$ cat src/psc_pkg.sv
/*
  package for the serial command dma controller: register offsets,
  field positions, reset values, timing counts, states and carriers.
  assumes a 40 mhz system clock and apb-style register access.
*/
`default_nettype none
package psc_pkg;
  // clock and link rates
  localparam int unsigned CLK_HZ = 40_000_000;
  localparam int unsigned RATE_MAX_BPS = 2_000_000;
  localparam int unsigned RATE_MIN_BPS = 250_000;
  localparam int unsigned HP_MIN_CYC = CLK_HZ / (2 * RATE_MAX_BPS);
  // wait inserted by a no-operation instruction
  localparam int unsigned NOP_WAIT_US = 50;
  localparam int unsigned NOP_CYC = NOP_WAIT_US * (CLK_HZ / 1_000_000);
  // register byte offsets
  localparam logic [7:0] OFS_TAB = 8'h04;
  localparam logic [7:0] OFS_TRIG = 8'h10;
  localparam logic [7:0] OFS_EN = 8'h14;
  localparam logic [7:0] OFS_START = 8'h18;
  localparam logic [7:0] OFS_SYSC = 8'h80;
  // system control fields and reset value
  localparam logic [31:0] SYSC_RST = 32'h3a98_0000;
  localparam int unsigned SC_TMO_LSB = 16;
  localparam int unsigned SC_RATE_LSB = 8;
  localparam int unsigned SC_DLY_LSB = 0;
  // instruction fields
  localparam int unsigned INS_END = 31;
  localparam int unsigned INS_PORT_LSB = 16;
  localparam int unsigned INS_PAT_LSB = 8;
  localparam int unsigned INS_LEN_LSB = 0;
  // pattern codes
  localparam logic [2:0] PAT_NORMAL = 3'h0;
  localparam logic [2:0] PAT_GUN = 3'h2;
  localparam logic [2:0] PAT_RESET = 3'h3;
  localparam logic [2:0] PAT_UNGUN = 3'h4;
  localparam logic [2:0] PAT_NOP = 3'h7;
  // receive marker words and write-back block size
  localparam logic [31:0] MARK_TMO = 32'h0fff_ffff;
  localparam logic [31:0] MARK_PAR = 32'hffff_ff00;
  localparam logic [31:0] BLK_BYTES = 32'h0000_0020;

  typedef enum logic [2:0] {
    PSC_IDLE = 3'b000,
    PSC_RD_INS = 3'b001,
    PSC_RD_RXA = 3'b010,
    PSC_RD_TX = 3'b011,
    PSC_TX = 3'b100,
    PSC_RX = 3'b101,
    PSC_WR = 3'b110,
    PSC_NOP = 3'b111
  } psc_st_t;

  // one word request towards system memory
  typedef struct packed {
    logic req;
    logic we;
    logic [31:0] addr;
    logic [31:0] wdata;
  } psc_mem_req_t;
endpackage
`default_nettype wire

$ cat src/psc_dma.sv
/*
  serial command dma controller: apb registers, command file fetch,
  four-port two-line serial frame engine and 32-byte receive write-back.
  assumes one system clock, a memory port that acks each word request,
  and serial pins resolved outside from the output enables.
*/
// Design decisions made here: register access over APB and the register addresses.
`default_nettype none
module psc_dma #(
  parameter int unsigned HALF_MIN = psc_pkg::HP_MIN_CYC,
  parameter int unsigned NOP_CYC = psc_pkg::NOP_CYC
) (
  input wire logic clk_sys_in,
  input wire logic rst_b_in,
  input wire logic psel_in,
  input wire logic penable_in,
  input wire logic pwrite_in,
  input wire logic [7:0] paddr_in,
  input wire logic [31:0] pwdata_in,
  output logic [31:0] prdata_out,
  output logic pready_out,
  output logic pslverr_out,
  input wire logic vblank_in,
  output psc_pkg::psc_mem_req_t mem_out,
  input wire logic mem_ack_in,
  input wire logic [31:0] mem_rdata_in,
  input wire logic [3:0] serial_line_first_in,
  output logic [3:0] serial_line_first_out,
  output logic [3:0] serial_line_first_oe_out,
  input wire logic [3:0] serial_line_second_in,
  output logic [3:0] serial_line_second_out,
  output logic [3:0] serial_line_second_oe_out,
  output logic busy_out
);
  // refuse divider or wait values the counters cannot hold
  if (HALF_MIN < 2 || HALF_MIN > 32) begin : g_bad_half
    $error("psc_dma: HALF_MIN out of range");
  end
  if (NOP_CYC < 1 || NOP_CYC > 65535) begin : g_bad_nop
    $error("psc_dma: NOP_CYC out of range");
  end

  typedef struct packed {
    psc_pkg::psc_st_t st;
    logic pr_rdy;
    logic pr_err;
    logic [31:0] pr_data;
    logic [31:0] tab;
    logic trig;
    logic en;
    logic busy;
    logic [31:0] sysc;
    logic [8:0] sy1;
    logic [8:0] sy2;
    logic [8:0] sy3;
    logic vb_arm;
    logic [15:0] dcnt;
    psc_pkg::psc_mem_req_t m;
    logic [31:0] ptr;
    logic [31:0] ins;
    logic [31:0] rxa;
    logic [31:0] txw;
    logic [8:0] wleft;
    logic [5:0] bitn;
    logic [1:0] ph;
    logic half;
    logic [7:0] hp;
    logic [7:0] par;
    logic [3:0] l1o;
    logic [3:0] l1e;
    logic [3:0] l2o;
    logic [3:0] l2e;
    logic gun;
    logic [15:0] tmr;
    logic rin;
    logic [2:0] rbit;
    logic [7:0] rbyte;
    logic [7:0] pend;
    logic pend_v;
    logic [31:0] wsh;
    logic [1:0] bcnt;
    logic [7:0][31:0] fifo;
    logic [3:0] fcnt;
    logic wr_busy;
    logic [2:0] widx;
    logic [31:0] wbase;
    logic mark;
    logic rd_pend;
  } psc_state_t;

  psc_state_t s_ff;
  psc_state_t nxt_s;
  logic [1:0] sel;
  logic [2:0] pat;
  logic [8:0] nwords;
  logic r1, r1p, r2, r2p;
  logic tick, vb_rise, rd_ack, hit, apb_wr, go, rd, adv;
  logic [7:0] hp_load;
  logic [31:0] rdat;
  logic [31:0] word;

  always_comb begin
    nxt_s = s_ff;
    rd = 1'b0;
    adv = 1'b0;
    hit = 1'b1;
    rdat = 32'h0;
    sel = s_ff.ins[psc_pkg::INS_PORT_LSB +: 2];
    pat = s_ff.ins[psc_pkg::INS_PAT_LSB +: 3];
    nwords = {1'b0, s_ff.ins[psc_pkg::INS_LEN_LSB +: 8]} + 9'h1;
    word = {s_ff.wsh[23:0], s_ff.pend};
    // two-flop pin synchronisers, third stage for edges
    nxt_s.sy1 = {vblank_in, serial_line_second_in, serial_line_first_in};
    nxt_s.sy2 = s_ff.sy1;
    nxt_s.sy3 = s_ff.sy2;
    r1 = s_ff.sy2[sel];
    r1p = s_ff.sy3[sel];
    r2 = s_ff.sy2[3'(sel) + 3'h4];
    r2p = s_ff.sy3[3'(sel) + 3'h4];
    vb_rise = s_ff.sy2[8] & ~s_ff.sy3[8];
    // half-bit timer, rate code scales the period
    hp_load = 8'((HALF_MIN << s_ff.sysc[psc_pkg::SC_RATE_LSB +: 2]) - 1);
    tick = (s_ff.hp == 8'h0);
    nxt_s.hp = tick ? hp_load : s_ff.hp - 8'h1;
    // memory handshake
    rd_ack = s_ff.m.req & mem_ack_in & ~s_ff.m.we;
    if (s_ff.m.req & mem_ack_in) begin
      nxt_s.m.req = 1'b0;
    end else if (s_ff.rd_pend & ~s_ff.m.req) begin
      nxt_s.m.req = 1'b1;
      nxt_s.rd_pend = 1'b0;
    end

    // apb read decode
    case (paddr_in)
      psc_pkg::OFS_TAB: rdat = s_ff.tab;
      psc_pkg::OFS_TRIG: rdat = {31'h0, s_ff.trig};
      psc_pkg::OFS_EN: rdat = {31'h0, s_ff.en};
      psc_pkg::OFS_START: rdat = {31'h0, s_ff.busy};
      psc_pkg::OFS_SYSC: rdat = s_ff.sysc;
      default: hit = 1'b0;
    endcase
    // apb answer one cycle into the access phase
    nxt_s.pr_rdy = psel_in & penable_in & ~s_ff.pr_rdy;
    nxt_s.pr_err = 1'b0;
    nxt_s.pr_data = 32'h0;
    if (nxt_s.pr_rdy) begin
      nxt_s.pr_err = ~hit;
      nxt_s.pr_data = pwrite_in ? 32'h0 : rdat;
    end
    apb_wr = psel_in & penable_in & pwrite_in & s_ff.pr_rdy & ~s_ff.pr_err;
    if (apb_wr) begin
      case (paddr_in)
        psc_pkg::OFS_TAB: nxt_s.tab = pwdata_in;
        psc_pkg::OFS_TRIG: nxt_s.trig = pwdata_in[0];
        psc_pkg::OFS_EN: nxt_s.en = pwdata_in[0];
        psc_pkg::OFS_SYSC: nxt_s.sysc = pwdata_in;
        default: ;
      endcase
    end
    // start: software write, or delayed vertical blank
    go = apb_wr & (paddr_in == psc_pkg::OFS_START) & pwdata_in[0] &
         s_ff.en & ~s_ff.trig & ~s_ff.busy;
    if (s_ff.vb_arm) begin
      if (s_ff.dcnt == 16'h0) begin
        go = s_ff.en & ~s_ff.busy;
        nxt_s.vb_arm = 1'b0;
      end else begin
        nxt_s.dcnt = s_ff.dcnt - 16'h1;
      end
    end else if (vb_rise & s_ff.trig & s_ff.en & ~s_ff.busy) begin
      nxt_s.vb_arm = 1'b1;
      nxt_s.dcnt = {s_ff.sysc[psc_pkg::SC_DLY_LSB +: 8], 8'h0};
    end

    // block write-back engine, eight words per block
    if (s_ff.m.req & mem_ack_in & s_ff.m.we) begin
      nxt_s.widx = s_ff.widx + 3'h1;
      if (s_ff.widx == 3'h7) begin
        nxt_s.wr_busy = 1'b0;
        nxt_s.wbase = s_ff.wbase + psc_pkg::BLK_BYTES;
      end
    end else if (s_ff.wr_busy & ~s_ff.m.req) begin
      nxt_s.m.req = 1'b1;
      nxt_s.m.we = 1'b1;
      nxt_s.m.addr = s_ff.wbase + {27'h0, s_ff.widx, 2'b00};
      nxt_s.m.wdata = s_ff.fifo[s_ff.widx];
    end

    unique case (s_ff.st)
      psc_pkg::PSC_IDLE: begin
        if (go) begin
          nxt_s.busy = 1'b1;
          nxt_s.ptr = s_ff.tab;
          nxt_s.st = psc_pkg::PSC_RD_INS;
          rd = 1'b1;
        end
      end
      psc_pkg::PSC_RD_INS: begin
        if (rd_ack) begin
          nxt_s.ins = mem_rdata_in;
          nxt_s.ptr = s_ff.ptr + 32'h4;
          nxt_s.st = psc_pkg::PSC_RD_RXA;
          rd = 1'b1;
        end
      end
      psc_pkg::PSC_RD_RXA: begin
        if (rd_ack) begin
          nxt_s.rxa = mem_rdata_in;
          nxt_s.ptr = s_ff.ptr + 32'h4;
          nxt_s.par = 8'h0;
          nxt_s.wleft = 9'h0;
          nxt_s.ph = 2'h0;
          nxt_s.bitn = 6'h0;
          if (pat == psc_pkg::PAT_NORMAL) begin
            nxt_s.wleft = nwords;
          end
          if (s_ff.gun & (pat != psc_pkg::PAT_UNGUN)) begin
            // ignored while the gun hold is on, skip its data
            if (pat == psc_pkg::PAT_NORMAL) begin
              nxt_s.ptr = s_ff.ptr + 32'h4 + {21'h0, nwords, 2'b00};
            end
            adv = 1'b1;
          end else if (pat == psc_pkg::PAT_NOP) begin
            nxt_s.tmr = 16'(NOP_CYC);
            nxt_s.st = psc_pkg::PSC_NOP;
          end else if (pat == psc_pkg::PAT_NORMAL) begin
            nxt_s.st = psc_pkg::PSC_RD_TX;
            rd = 1'b1;
          end else begin
            if (pat == psc_pkg::PAT_UNGUN) begin
              nxt_s.gun = 1'b0;
              nxt_s.l2e = 4'h0;
            end
            // pattern only frame, length ignored
            nxt_s.st = psc_pkg::PSC_TX;
            nxt_s.l1o[sel] = 1'b1;
            nxt_s.l2o[sel] = 1'b1;
            nxt_s.l1e[sel] = 1'b1;
            nxt_s.l2e[sel] = 1'b1;
          end
        end
      end
      psc_pkg::PSC_RD_TX: begin
        if (rd_ack) begin
          nxt_s.txw = mem_rdata_in;
          nxt_s.ptr = s_ff.ptr + 32'h4;
          nxt_s.par = s_ff.par ^ mem_rdata_in[31:24] ^ mem_rdata_in[23:16] ^
                      mem_rdata_in[15:8] ^ mem_rdata_in[7:0];
          nxt_s.st = psc_pkg::PSC_TX;
          nxt_s.half = 1'b0;
          if (s_ff.ph == 2'h0) begin
            nxt_s.l1o[sel] = 1'b1;
            nxt_s.l2o[sel] = 1'b1;
            nxt_s.l1e[sel] = 1'b1;
            nxt_s.l2e[sel] = 1'b1;
          end else begin
            nxt_s.l1o[sel] = 1'b0;
            nxt_s.l2o[sel] = mem_rdata_in[31];
          end
        end
      end
      psc_pkg::PSC_TX: begin
        if (tick) begin
          unique case (s_ff.ph)
            2'h0: begin
              // start: second line falls while first is high
              if (s_ff.bitn == 6'h0) begin
                nxt_s.l2o[sel] = 1'b0;
                nxt_s.bitn = 6'h1;
              end else if (s_ff.wleft != 9'h0) begin
                nxt_s.ph = 2'h1;
                nxt_s.bitn = 6'h0;
                nxt_s.half = 1'b0;
                nxt_s.l1o[sel] = 1'b0;
                nxt_s.l2o[sel] = s_ff.txw[31];
              end else begin
                nxt_s.ph = 2'h3;
                nxt_s.bitn = 6'h0;
                nxt_s.l1o[sel] = 1'b0;
              end
            end
            2'h1, 2'h2: begin
              // data and parity bits, msb first, sampled on rise
              if (!s_ff.half) begin
                nxt_s.l1o[sel] = 1'b1;
                nxt_s.half = 1'b1;
              end else if ((s_ff.ph == 2'h1) ? (s_ff.bitn != 6'd31) : (s_ff.bitn != 6'd7)) begin
                nxt_s.bitn = s_ff.bitn + 6'h1;
                nxt_s.txw = {s_ff.txw[30:0], 1'b0};
                nxt_s.l1o[sel] = 1'b0;
                nxt_s.l2o[sel] = s_ff.txw[30];
                nxt_s.half = 1'b0;
              end else if (s_ff.ph == 2'h2) begin
                nxt_s.ph = 2'h3;
                nxt_s.bitn = 6'h0;
                nxt_s.l1o[sel] = 1'b0;
                nxt_s.l2o[sel] = 1'b0;
              end else if (s_ff.wleft == 9'h1) begin
                nxt_s.wleft = 9'h0;
                nxt_s.ph = 2'h2;
                nxt_s.bitn = 6'h0;
                nxt_s.half = 1'b0;
                nxt_s.txw = {s_ff.par, 24'h0};
                nxt_s.l1o[sel] = 1'b0;
                nxt_s.l2o[sel] = s_ff.par[7];
              end else begin
                nxt_s.wleft = s_ff.wleft - 9'h1;
                nxt_s.bitn = 6'h0;
                nxt_s.st = psc_pkg::PSC_RD_TX;
                rd = 1'b1;
              end
            end
            2'h3: begin
              // end: second line rises while first is high
              if (s_ff.bitn == 6'h0) begin
                nxt_s.l1o[sel] = 1'b1;
                nxt_s.bitn = 6'h1;
              end else if (s_ff.bitn == 6'h1) begin
                nxt_s.l2o[sel] = 1'b1;
                nxt_s.bitn = 6'h2;
              end else begin
                nxt_s.l1e[sel] = 1'b0;
                nxt_s.l2e[sel] = 1'b0;
                if (pat == psc_pkg::PAT_NORMAL) begin
                  nxt_s.st = psc_pkg::PSC_RX;
                  nxt_s.tmr = s_ff.sysc[psc_pkg::SC_TMO_LSB +: 16];
                  nxt_s.rin = 1'b0;
                  nxt_s.rbit = 3'h0;
                  nxt_s.pend_v = 1'b0;
                  nxt_s.bcnt = 2'h0;
                  nxt_s.fcnt = 4'h0;
                  nxt_s.par = 8'h0;
                  nxt_s.mark = 1'b0;
                  nxt_s.wbase = s_ff.rxa;
                end else begin
                  if (pat == psc_pkg::PAT_GUN) begin
                    nxt_s.gun = 1'b1;
                    nxt_s.l2o[sel] = 1'b0;
                    nxt_s.l2e[sel] = 1'b1;
                  end
                  adv = 1'b1;
                end
              end
            end
            default: ;
          endcase
        end
      end
      psc_pkg::PSC_RX: begin
        nxt_s.tmr = s_ff.tmr - 16'h1;
        if (s_ff.tmr == 16'h0) begin
          nxt_s.fifo[0] = psc_pkg::MARK_TMO;
          nxt_s.fcnt = 4'h8;
          nxt_s.mark = 1'b1;
          nxt_s.st = psc_pkg::PSC_WR;
        end else if (!s_ff.rin) begin
          if (r1 & r1p & r2p & ~r2) begin
            nxt_s.rin = 1'b1;
            nxt_s.tmr = s_ff.sysc[psc_pkg::SC_TMO_LSB +: 16];
          end
        end else if (r1 & r1p & ~r2p & r2) begin
          // frame end: held byte is parity, not data
          if (!s_ff.pend_v || s_ff.pend != s_ff.par) begin
            nxt_s.fifo[0] = psc_pkg::MARK_PAR;
            nxt_s.fcnt = 4'h8;
            nxt_s.mark = 1'b1;
          end
          nxt_s.st = psc_pkg::PSC_WR;
        end else if (r1 & ~r1p) begin
          nxt_s.rbyte = {s_ff.rbyte[6:0], r2};
          nxt_s.rbit = s_ff.rbit + 3'h1;
          nxt_s.tmr = s_ff.sysc[psc_pkg::SC_TMO_LSB +: 16];
          if (s_ff.rbit == 3'h7) begin
            nxt_s.pend = {s_ff.rbyte[6:0], r2};
            nxt_s.pend_v = 1'b1;
            if (s_ff.pend_v) begin
              nxt_s.wsh = word;
              nxt_s.par = s_ff.par ^ s_ff.pend;
              nxt_s.bcnt = s_ff.bcnt + 2'h1;
              if (s_ff.bcnt == 2'h3) begin
                nxt_s.fifo[s_ff.fcnt[2:0]] = word;
                nxt_s.fcnt = s_ff.fcnt + 4'h1;
                if (s_ff.fcnt == 4'h7) begin
                  nxt_s.fcnt = 4'h0;
                  nxt_s.wr_busy = 1'b1;
                  nxt_s.widx = 3'h0;
                end
              end
            end
          end
        end
      end
      psc_pkg::PSC_WR: begin
        if (!s_ff.wr_busy && !s_ff.m.req) begin
          if (s_ff.fcnt != 4'h0) begin
            // partial or marker block still goes out as 32 bytes
            nxt_s.wr_busy = 1'b1;
            nxt_s.widx = 3'h0;
            nxt_s.fcnt = 4'h0;
            nxt_s.mark = 1'b0;
            if (s_ff.mark) begin
              nxt_s.wbase = s_ff.rxa;
            end
          end else begin
            adv = 1'b1;
          end
        end
      end
      psc_pkg::PSC_NOP: begin
        nxt_s.tmr = s_ff.tmr - 16'h1;
        if (s_ff.tmr == 16'h0) begin
          adv = 1'b1;
        end
      end
    endcase

    // move on to the next unit or stop on the end flag
    if (adv) begin
      if (s_ff.ins[psc_pkg::INS_END]) begin
        nxt_s.st = psc_pkg::PSC_IDLE;
        nxt_s.busy = 1'b0;
      end else begin
        nxt_s.st = psc_pkg::PSC_RD_INS;
        rd = 1'b1;
      end
    end
    // queue a word read at the updated pointer, bus idles a cycle first
    if (rd) begin
      nxt_s.rd_pend = 1'b1;
      nxt_s.m.we = 1'b0;
      nxt_s.m.addr = nxt_s.ptr;
      nxt_s.m.wdata = 32'h0;
    end
  end

  // state register
  always_ff @(posedge clk_sys_in or negedge rst_b_in) begin
    if (!rst_b_in) begin
      s_ff <= '0;
      s_ff.sysc <= psc_pkg::SYSC_RST;
    end else begin
      s_ff <= nxt_s;
    end
  end

  // outputs straight from the state register
  assign prdata_out = s_ff.pr_data;
  assign pready_out = s_ff.pr_rdy;
  assign pslverr_out = s_ff.pr_err;
  assign mem_out = s_ff.m;
  assign serial_line_first_out = s_ff.l1o;
  assign serial_line_first_oe_out = s_ff.l1e;
  assign serial_line_second_out = s_ff.l2o;
  assign serial_line_second_oe_out = s_ff.l2e;
  assign busy_out = s_ff.busy;
endmodule
`default_nettype wire

$ cat config.mk
export PLATFORM = sky130hd
export DESIGN_NAME = psc_dma
export DESIGN_NICKNAME = d
export VERILOG_FILES = /design/src/psc_pkg.sv /design/src/psc_dma.sv
export SDC_FILE = /design/constraint.sdc
export NUM_CORES = 2
export LEC_CHECK = 0
export ABC_AREA = 1
export BUFFER_PORTS_ARGS = -buffer_cell sky130_fd_sc_hd__buf_4
export CORE_MARGIN = 1.5
export CORE_UTILIZATION = 60
export CTS_CLUSTER_SIZE = 12
export DETAILED_ROUTE_END_ITERATION = 16
export GPL_TIMING_DRIVEN = 0
export PLACE_DENSITY = 0.82
export SLEW_MARGIN = 20
export SYNTH_ARGS = -nofsm -noshare
export SYNTH_HDL_FRONTEND = slang
export SYNTH_SLANG_ARGS = --single-unit
$ cat constraint.sdc
create_clock -name clk_sys_in -period 6.6 [get_ports clk_sys_in]
set_input_delay 0.33 -clock clk_sys_in [delete_from_list [all_inputs] [get_ports clk_sys_in]]
set_output_delay 0.33 -clock clk_sys_in [all_outputs]
set_load 0.02 [all_outputs]
Yosys cells after proc, flatten, opt, wreduce, memory -nomap -nowiden
Index checks and enable logic that the tools add are counted.

storage, ports and cells
  bits in registers = 762
  input port bits = 87
  word-level logic and storage cells = 549

cells by class
  add/subtract/negate cells = 16
  magnitude comparators = 7
  equality and inequality tests = 99
  shift-type cells = 1
  mux-type cells = 249
  bitwise logic cells = 56
  reduce and logical (&&, ||, !) cells = 66

operators by type and width
  operator            count
  $mux 318            2
  $mux 32             13
  $mux 307            1
  $mux 298            1
  $mux 295            1
  $mux 278            1
  $mux 264            1
  $mux 33             8
  $bwmux 256          1
  $mux 41             5
  $pmux 32 s5         1
  $mux 36             4
  $mux 66             2
  $pmux 32 s2         2
  $pmux 32 s4         1
  $mux 15             7
  $mux 4              26
  $mux 8              13
  $mux 17             6
  $bmux 32 s3         1
  $demux 32 s3        1
  $mux 3              27
  $mux 16             5
  $ne 4x4->1 const B  19
  104 further kinds   345

Logic depth before layout (Yosys ltp)
  word-level depth = 17
  gate-level depth with buffers = 22

Least setup slack after synthesis
OpenSTA, ideal clock, no wires.

  path kind = reg-to-reg
  start point = register s_ff[484] (netlist name)
  end point = register s_ff (netlist bit mem_out[48])
  library setup time = 0.132 ns
  data arrival time = 2.703 ns
  required time = 6.468 ns
  setup slack = 3.764 ns
  cell stages (with the launch flop) = 20
  period minus slack after synthesis = 2.836 ns
  path through = dfrtp_1 > ha_1 > nand3_1 > nor3b_1 > xnor2_1 > inv_1 > ha_1 > nand2_1 > nor2_1 > nand2_1 > nand2_1 > nand2_1 > nand2_1 > nand3_1 > nor2_1 > nand3_1 > o211ai_1 > nand3_1 > nand2_1 > o211ai_1

RTL lines
  what                    line            source
  from (decl)             psc_dma.sv:91   psc_state_t s_ff;
  from (signal assigned)  psc_dma.sv:443  s_ff <= nxt_s;

Final worst setup path
  start point = register s_ff[501] (netlist name)
  end point = register s_ff[65] (netlist name)

between the ends
  word-level cells in the longest chain between the ends = 9
  elaborated cells between the ends (all ways) = 24
  those cells by class = add/sub (1); eq/ne (1); mux (11); bitwise (6); reduce/logical (5)

ends and longest elaborated chain
  what
  branches (longest 9 deep; another with $add 2x3->3)

Several ways; the timed one is not identified. The select of a mux whose other input is x is not followed.
A chain may end at the register's enable or synchronous reset.

==> metrics.md <==
| Metric | Value |
|---|---|
| Global-route congestion overflow total | 0 |
| Clock-pin slew on the worst setup and hold paths | 0.06 ns |
| Critical path data required time | 7.16 ns |
| Top post-synthesis cells by area | dfrtp_1 (47%), nand2_1 (12%), o21ai_0 (6.9%) |
| Post-detailed-route count of antenna-violating nets | 0 |
| Hold violation count in the final report | 0 |
| Standard cell area after detailed placement | 41300 um^2 |
| Transition time at the pin with the least slew margin | 1.21 ns |
| Warnings, synthesis | 0 |
| Peak per-stage delay on the critical path | 0.77 ns |
| Peak supply drop | 0.000260 V |
| Worst setup SP type | flip-flop |
| Synthesized Nets | 5056 |
| Cell Rows | 92 |
| Overall via count from detail_route | 38274 |
| Chip width | 256 um |
| Critical path type | flip-flop to flip-flop |
| Path type of the worst min-delay path | input port to flip-flop |
| Power per standard cell area | 361 nW/um^2 |
| Vias per cell | 6.20 |
| Most instantiated library cell after synthesis | nand2_1 |
| H-tree depth | 3 |
| Overall fraction of global-route tracks in use | 42.6% |
| Maximum fanout along the worst path | 10 |
| Total number of clock tree sinks | 735 |
| Crit-path leading delay family | simple AND/OR/NAND/NOR gates |
| Vert. Die Dim | 256 um |
| Layout cells sized above 1 | 10.0% |
| First-pass GRT wire length | 213000 um |
| Number of buffers added by the clock tree synthesis step | 79 |
| Post-Synthesis Cell Area | 38500 um^2 |
| Sequential share of the synthesized area | 47.8% |
| CTS tree | yes |
| Buffering stage count on the worst path with inverters included | 2 |
| Worst-path cell with the longest stage delay | clkbuf_1 |
| Buffers inserted during post-CTS setup optimization | 0 |
| Fill cells | 5163 |
| Commonest cells in the synthesized netlist | nand2_1 (1225), dfrtp_1 (728), o21ai_0 (534), nor2_1 (512), inv_1 (431) |
| End-of-flow core utilization | 70.1% |
| Initial antenna violation count | 5 |
| Clock root cell | clkbuf_16 |
| Post-Syn Instances | 4933 |
| Number of nets at the end of the flow | 5398 |
| Worst rel slew slack | 19.7% |
| Cell Chain, Critical Path | nand2_1 > inv_2 > a22oi_1 > nand3_1 > nand3_1 > nand2_1 > or2_1 > nand3_1 > clkbuf_1 > nand2_1 > o21ai_0 |
| Maximum number of pins on one net before global-route repair | 103 |
| Fraction of post-synthesis cell area in the top cell type by area | 47.4% |
| Max-cap violations | 0 |
| Count of state elements after synthesis | 735 |
| CTS Buffer Depth | 3 |
| Period utilization | 67.3% |
| Post-Syn Area per Cell | 7.80 um^2 |
| Total leakage power | 0.0208 uW |
| Min Tclk post-route | 4.44 ns |
| Outcome | finished clean |
| Wirelength per Cell | 22.8 um |
| Placer's final routability congestion estimate | 1.07 |
| I/O pins | 204 |
| Number of max-slew violations in the final report | 0 |
| Total Power Consumption | 16000 uW |
| Max Fclk | 0.225 GHz |
| Setup skew after layout | 0.0425 ns |
| Fraction of synthesis flops using an asynchronous set or reset pin | 100% |
| DRC errors left | 0 |
| Cell variety after synth | 62 |
| Routed wire length | 141000 um |
| Commonest register cell after synthesis | dfrtp_1 |
| IO Port Bufs | 203 |
| Clock latency on the worst-skew pair | 0.66 ns |
| Dominant cell type by area after synthesis | dfrtp_1 |
| Number of global-route vias before repair | 36222 |
| Starting Density | 60.9% |
| Area growth from synthesis to layout | 15.2% |
| Number of synthesized flops with an enable pin | 0 |
| Number of detailed-route iterations in the first pass | 8 |
| Sum of net half-perimeters after detailed placement | 103000 um |
| Type of element capturing the critical path | flip-flop |
| Finished layout cell area | 44300 um^2 |
| Signal arrival time at the worst endpoint | 5.01 ns |
| Die ar. | 65700 um^2 |
| Setup repair after global routing missed its margin | no |
| Finish-stage setup viols | 0 |
| Core area | 63200 um^2 |
| Drt initial violations | 5878 |
kinds of logic after synthesis:
group | synth area share [%]
AND/OR/NAND/NOR | 22.4
adder cells (fa/ha/maj) | 1.21
XOR/XNOR | 2.48
AO/OA/AOI/OAI | 16.8
buffers and inverters | 8.92
multiplexers | 0.442
flip-flops | 47.8
cell usage in the layout (no fill, tap or decap), types with 21 or more instances in the layout:
cell type / n
a21oi_1: 195
a22oi_1: 24
a31oi_1: 21
buf_2: 33
buf_4: 317
clkbuf_1: 181
clkbuf_16: 79
dfrtp_1: 728
dlygate4sd3_1: 51
ha_1: 34
inv_1: 431
inv_2: 21
nand2_1: 1225
nand3_1: 197
nand4_1: 50
nor2_1: 511
nor3_1: 56
o211ai_1: 55
o21a_1: 23
o21ai_0: 534
o21ai_1: 138
o22ai_1: 41
o32ai_1: 28
xnor2_1: 41
xor2_1: 68
tightest hold or removal path: stages:
cell	delay, ns
buf_4	0.11
nand2_1	0.11
nor3_1	0.07
path summary, 6_finish.rpt:
check | from | endpoint | slack (ns) | cells past startpoint
max in group asynchronous | rst_b_in | s_ff[341]$_DFFE_PN0P_ | 4.47 | 5
worst min register to register | nxt_s[644]$_DFF_PN0_ | nxt_s[635]$_DFF_PN0_ | 0.35 | 0
worst max-delay path | s_ff[501]$_DFFE_PN0P_ | s_ff[65]$_DFFE_PN0P_ | 2.16 | 11
worst min-delay path | penable_in | pslverr_out$_DFF_PN0_ | 0.01 | 3
min in group asynchronous | rst_b_in | s_ff[619]$_DFFE_PN0P_ | 0.25 | 2
worst max register to register | s_ff[501]$_DFFE_PN0P_ | s_ff[65]$_DFFE_PN0P_ | 2.16 | 11
registers in the layout, summed over array words and instances (netlist names):
register	flops
serial_line_first_oe_out	4
prdata_out	32
s_ff	597
pslverr_out	1
busy_out	1
serial_line_second_out	4
nxt_s	18
serial_line_second_oe_out	4
pat	3
serial_line_first_out	4
pready_out	1
mem_out	66
layer usage:
metal  vias up  global-route usage (%)  part of all wire [%]
li1      16829                       -                     -
met1     18330                    59.7                    40
met2      2599                    60.6                    42
met3       509                    13.5                    14
met4         7                    18.8                   5.0
met5         -                  0.0731                 0.089
repair_timing:
item                                   CTS  global route
resized for setup                        0             0
endpoints found under the hold margin  156             0
hold buffers                            51             0
layout make-up:
cell class              count  area (um^2)  share of cell area, %
diodes                      2         5.00                 0.0113
plain buffers             329         1720                   3.87
clock buffers             113         2280                   5.16
clock inverters            19          246                  0.556
inverters                 457         1720                   3.88
multi-input cells        3412        16700                   37.6
flip-flops and latches    735        18400                   41.5
well taps                 846         1060                   2.39
repair buffers            261         2230                   5.04
power by group:
part,internal (uW),switching [uW]
Clock,2500,1910
Sequential,5060,560
Combinational,1890,4080
metrics by stage:
stage          std cells  setup WS (ns)  hold slack [ns]  TNS (ns)
6_report            6174           2.16           0.0129         0
5_1_grt             6173           2.23          0.00879         0
4_1_cts             6172           2.47        0.0000802         0
3_5_place_dp        5989           2.49            0.336         0
3_3_place_gp        5982          -3.03            0.332  -2142.95
2_1_floorplan       4933           3.76           0.0344         0
(Power assumes the default switching activity.)
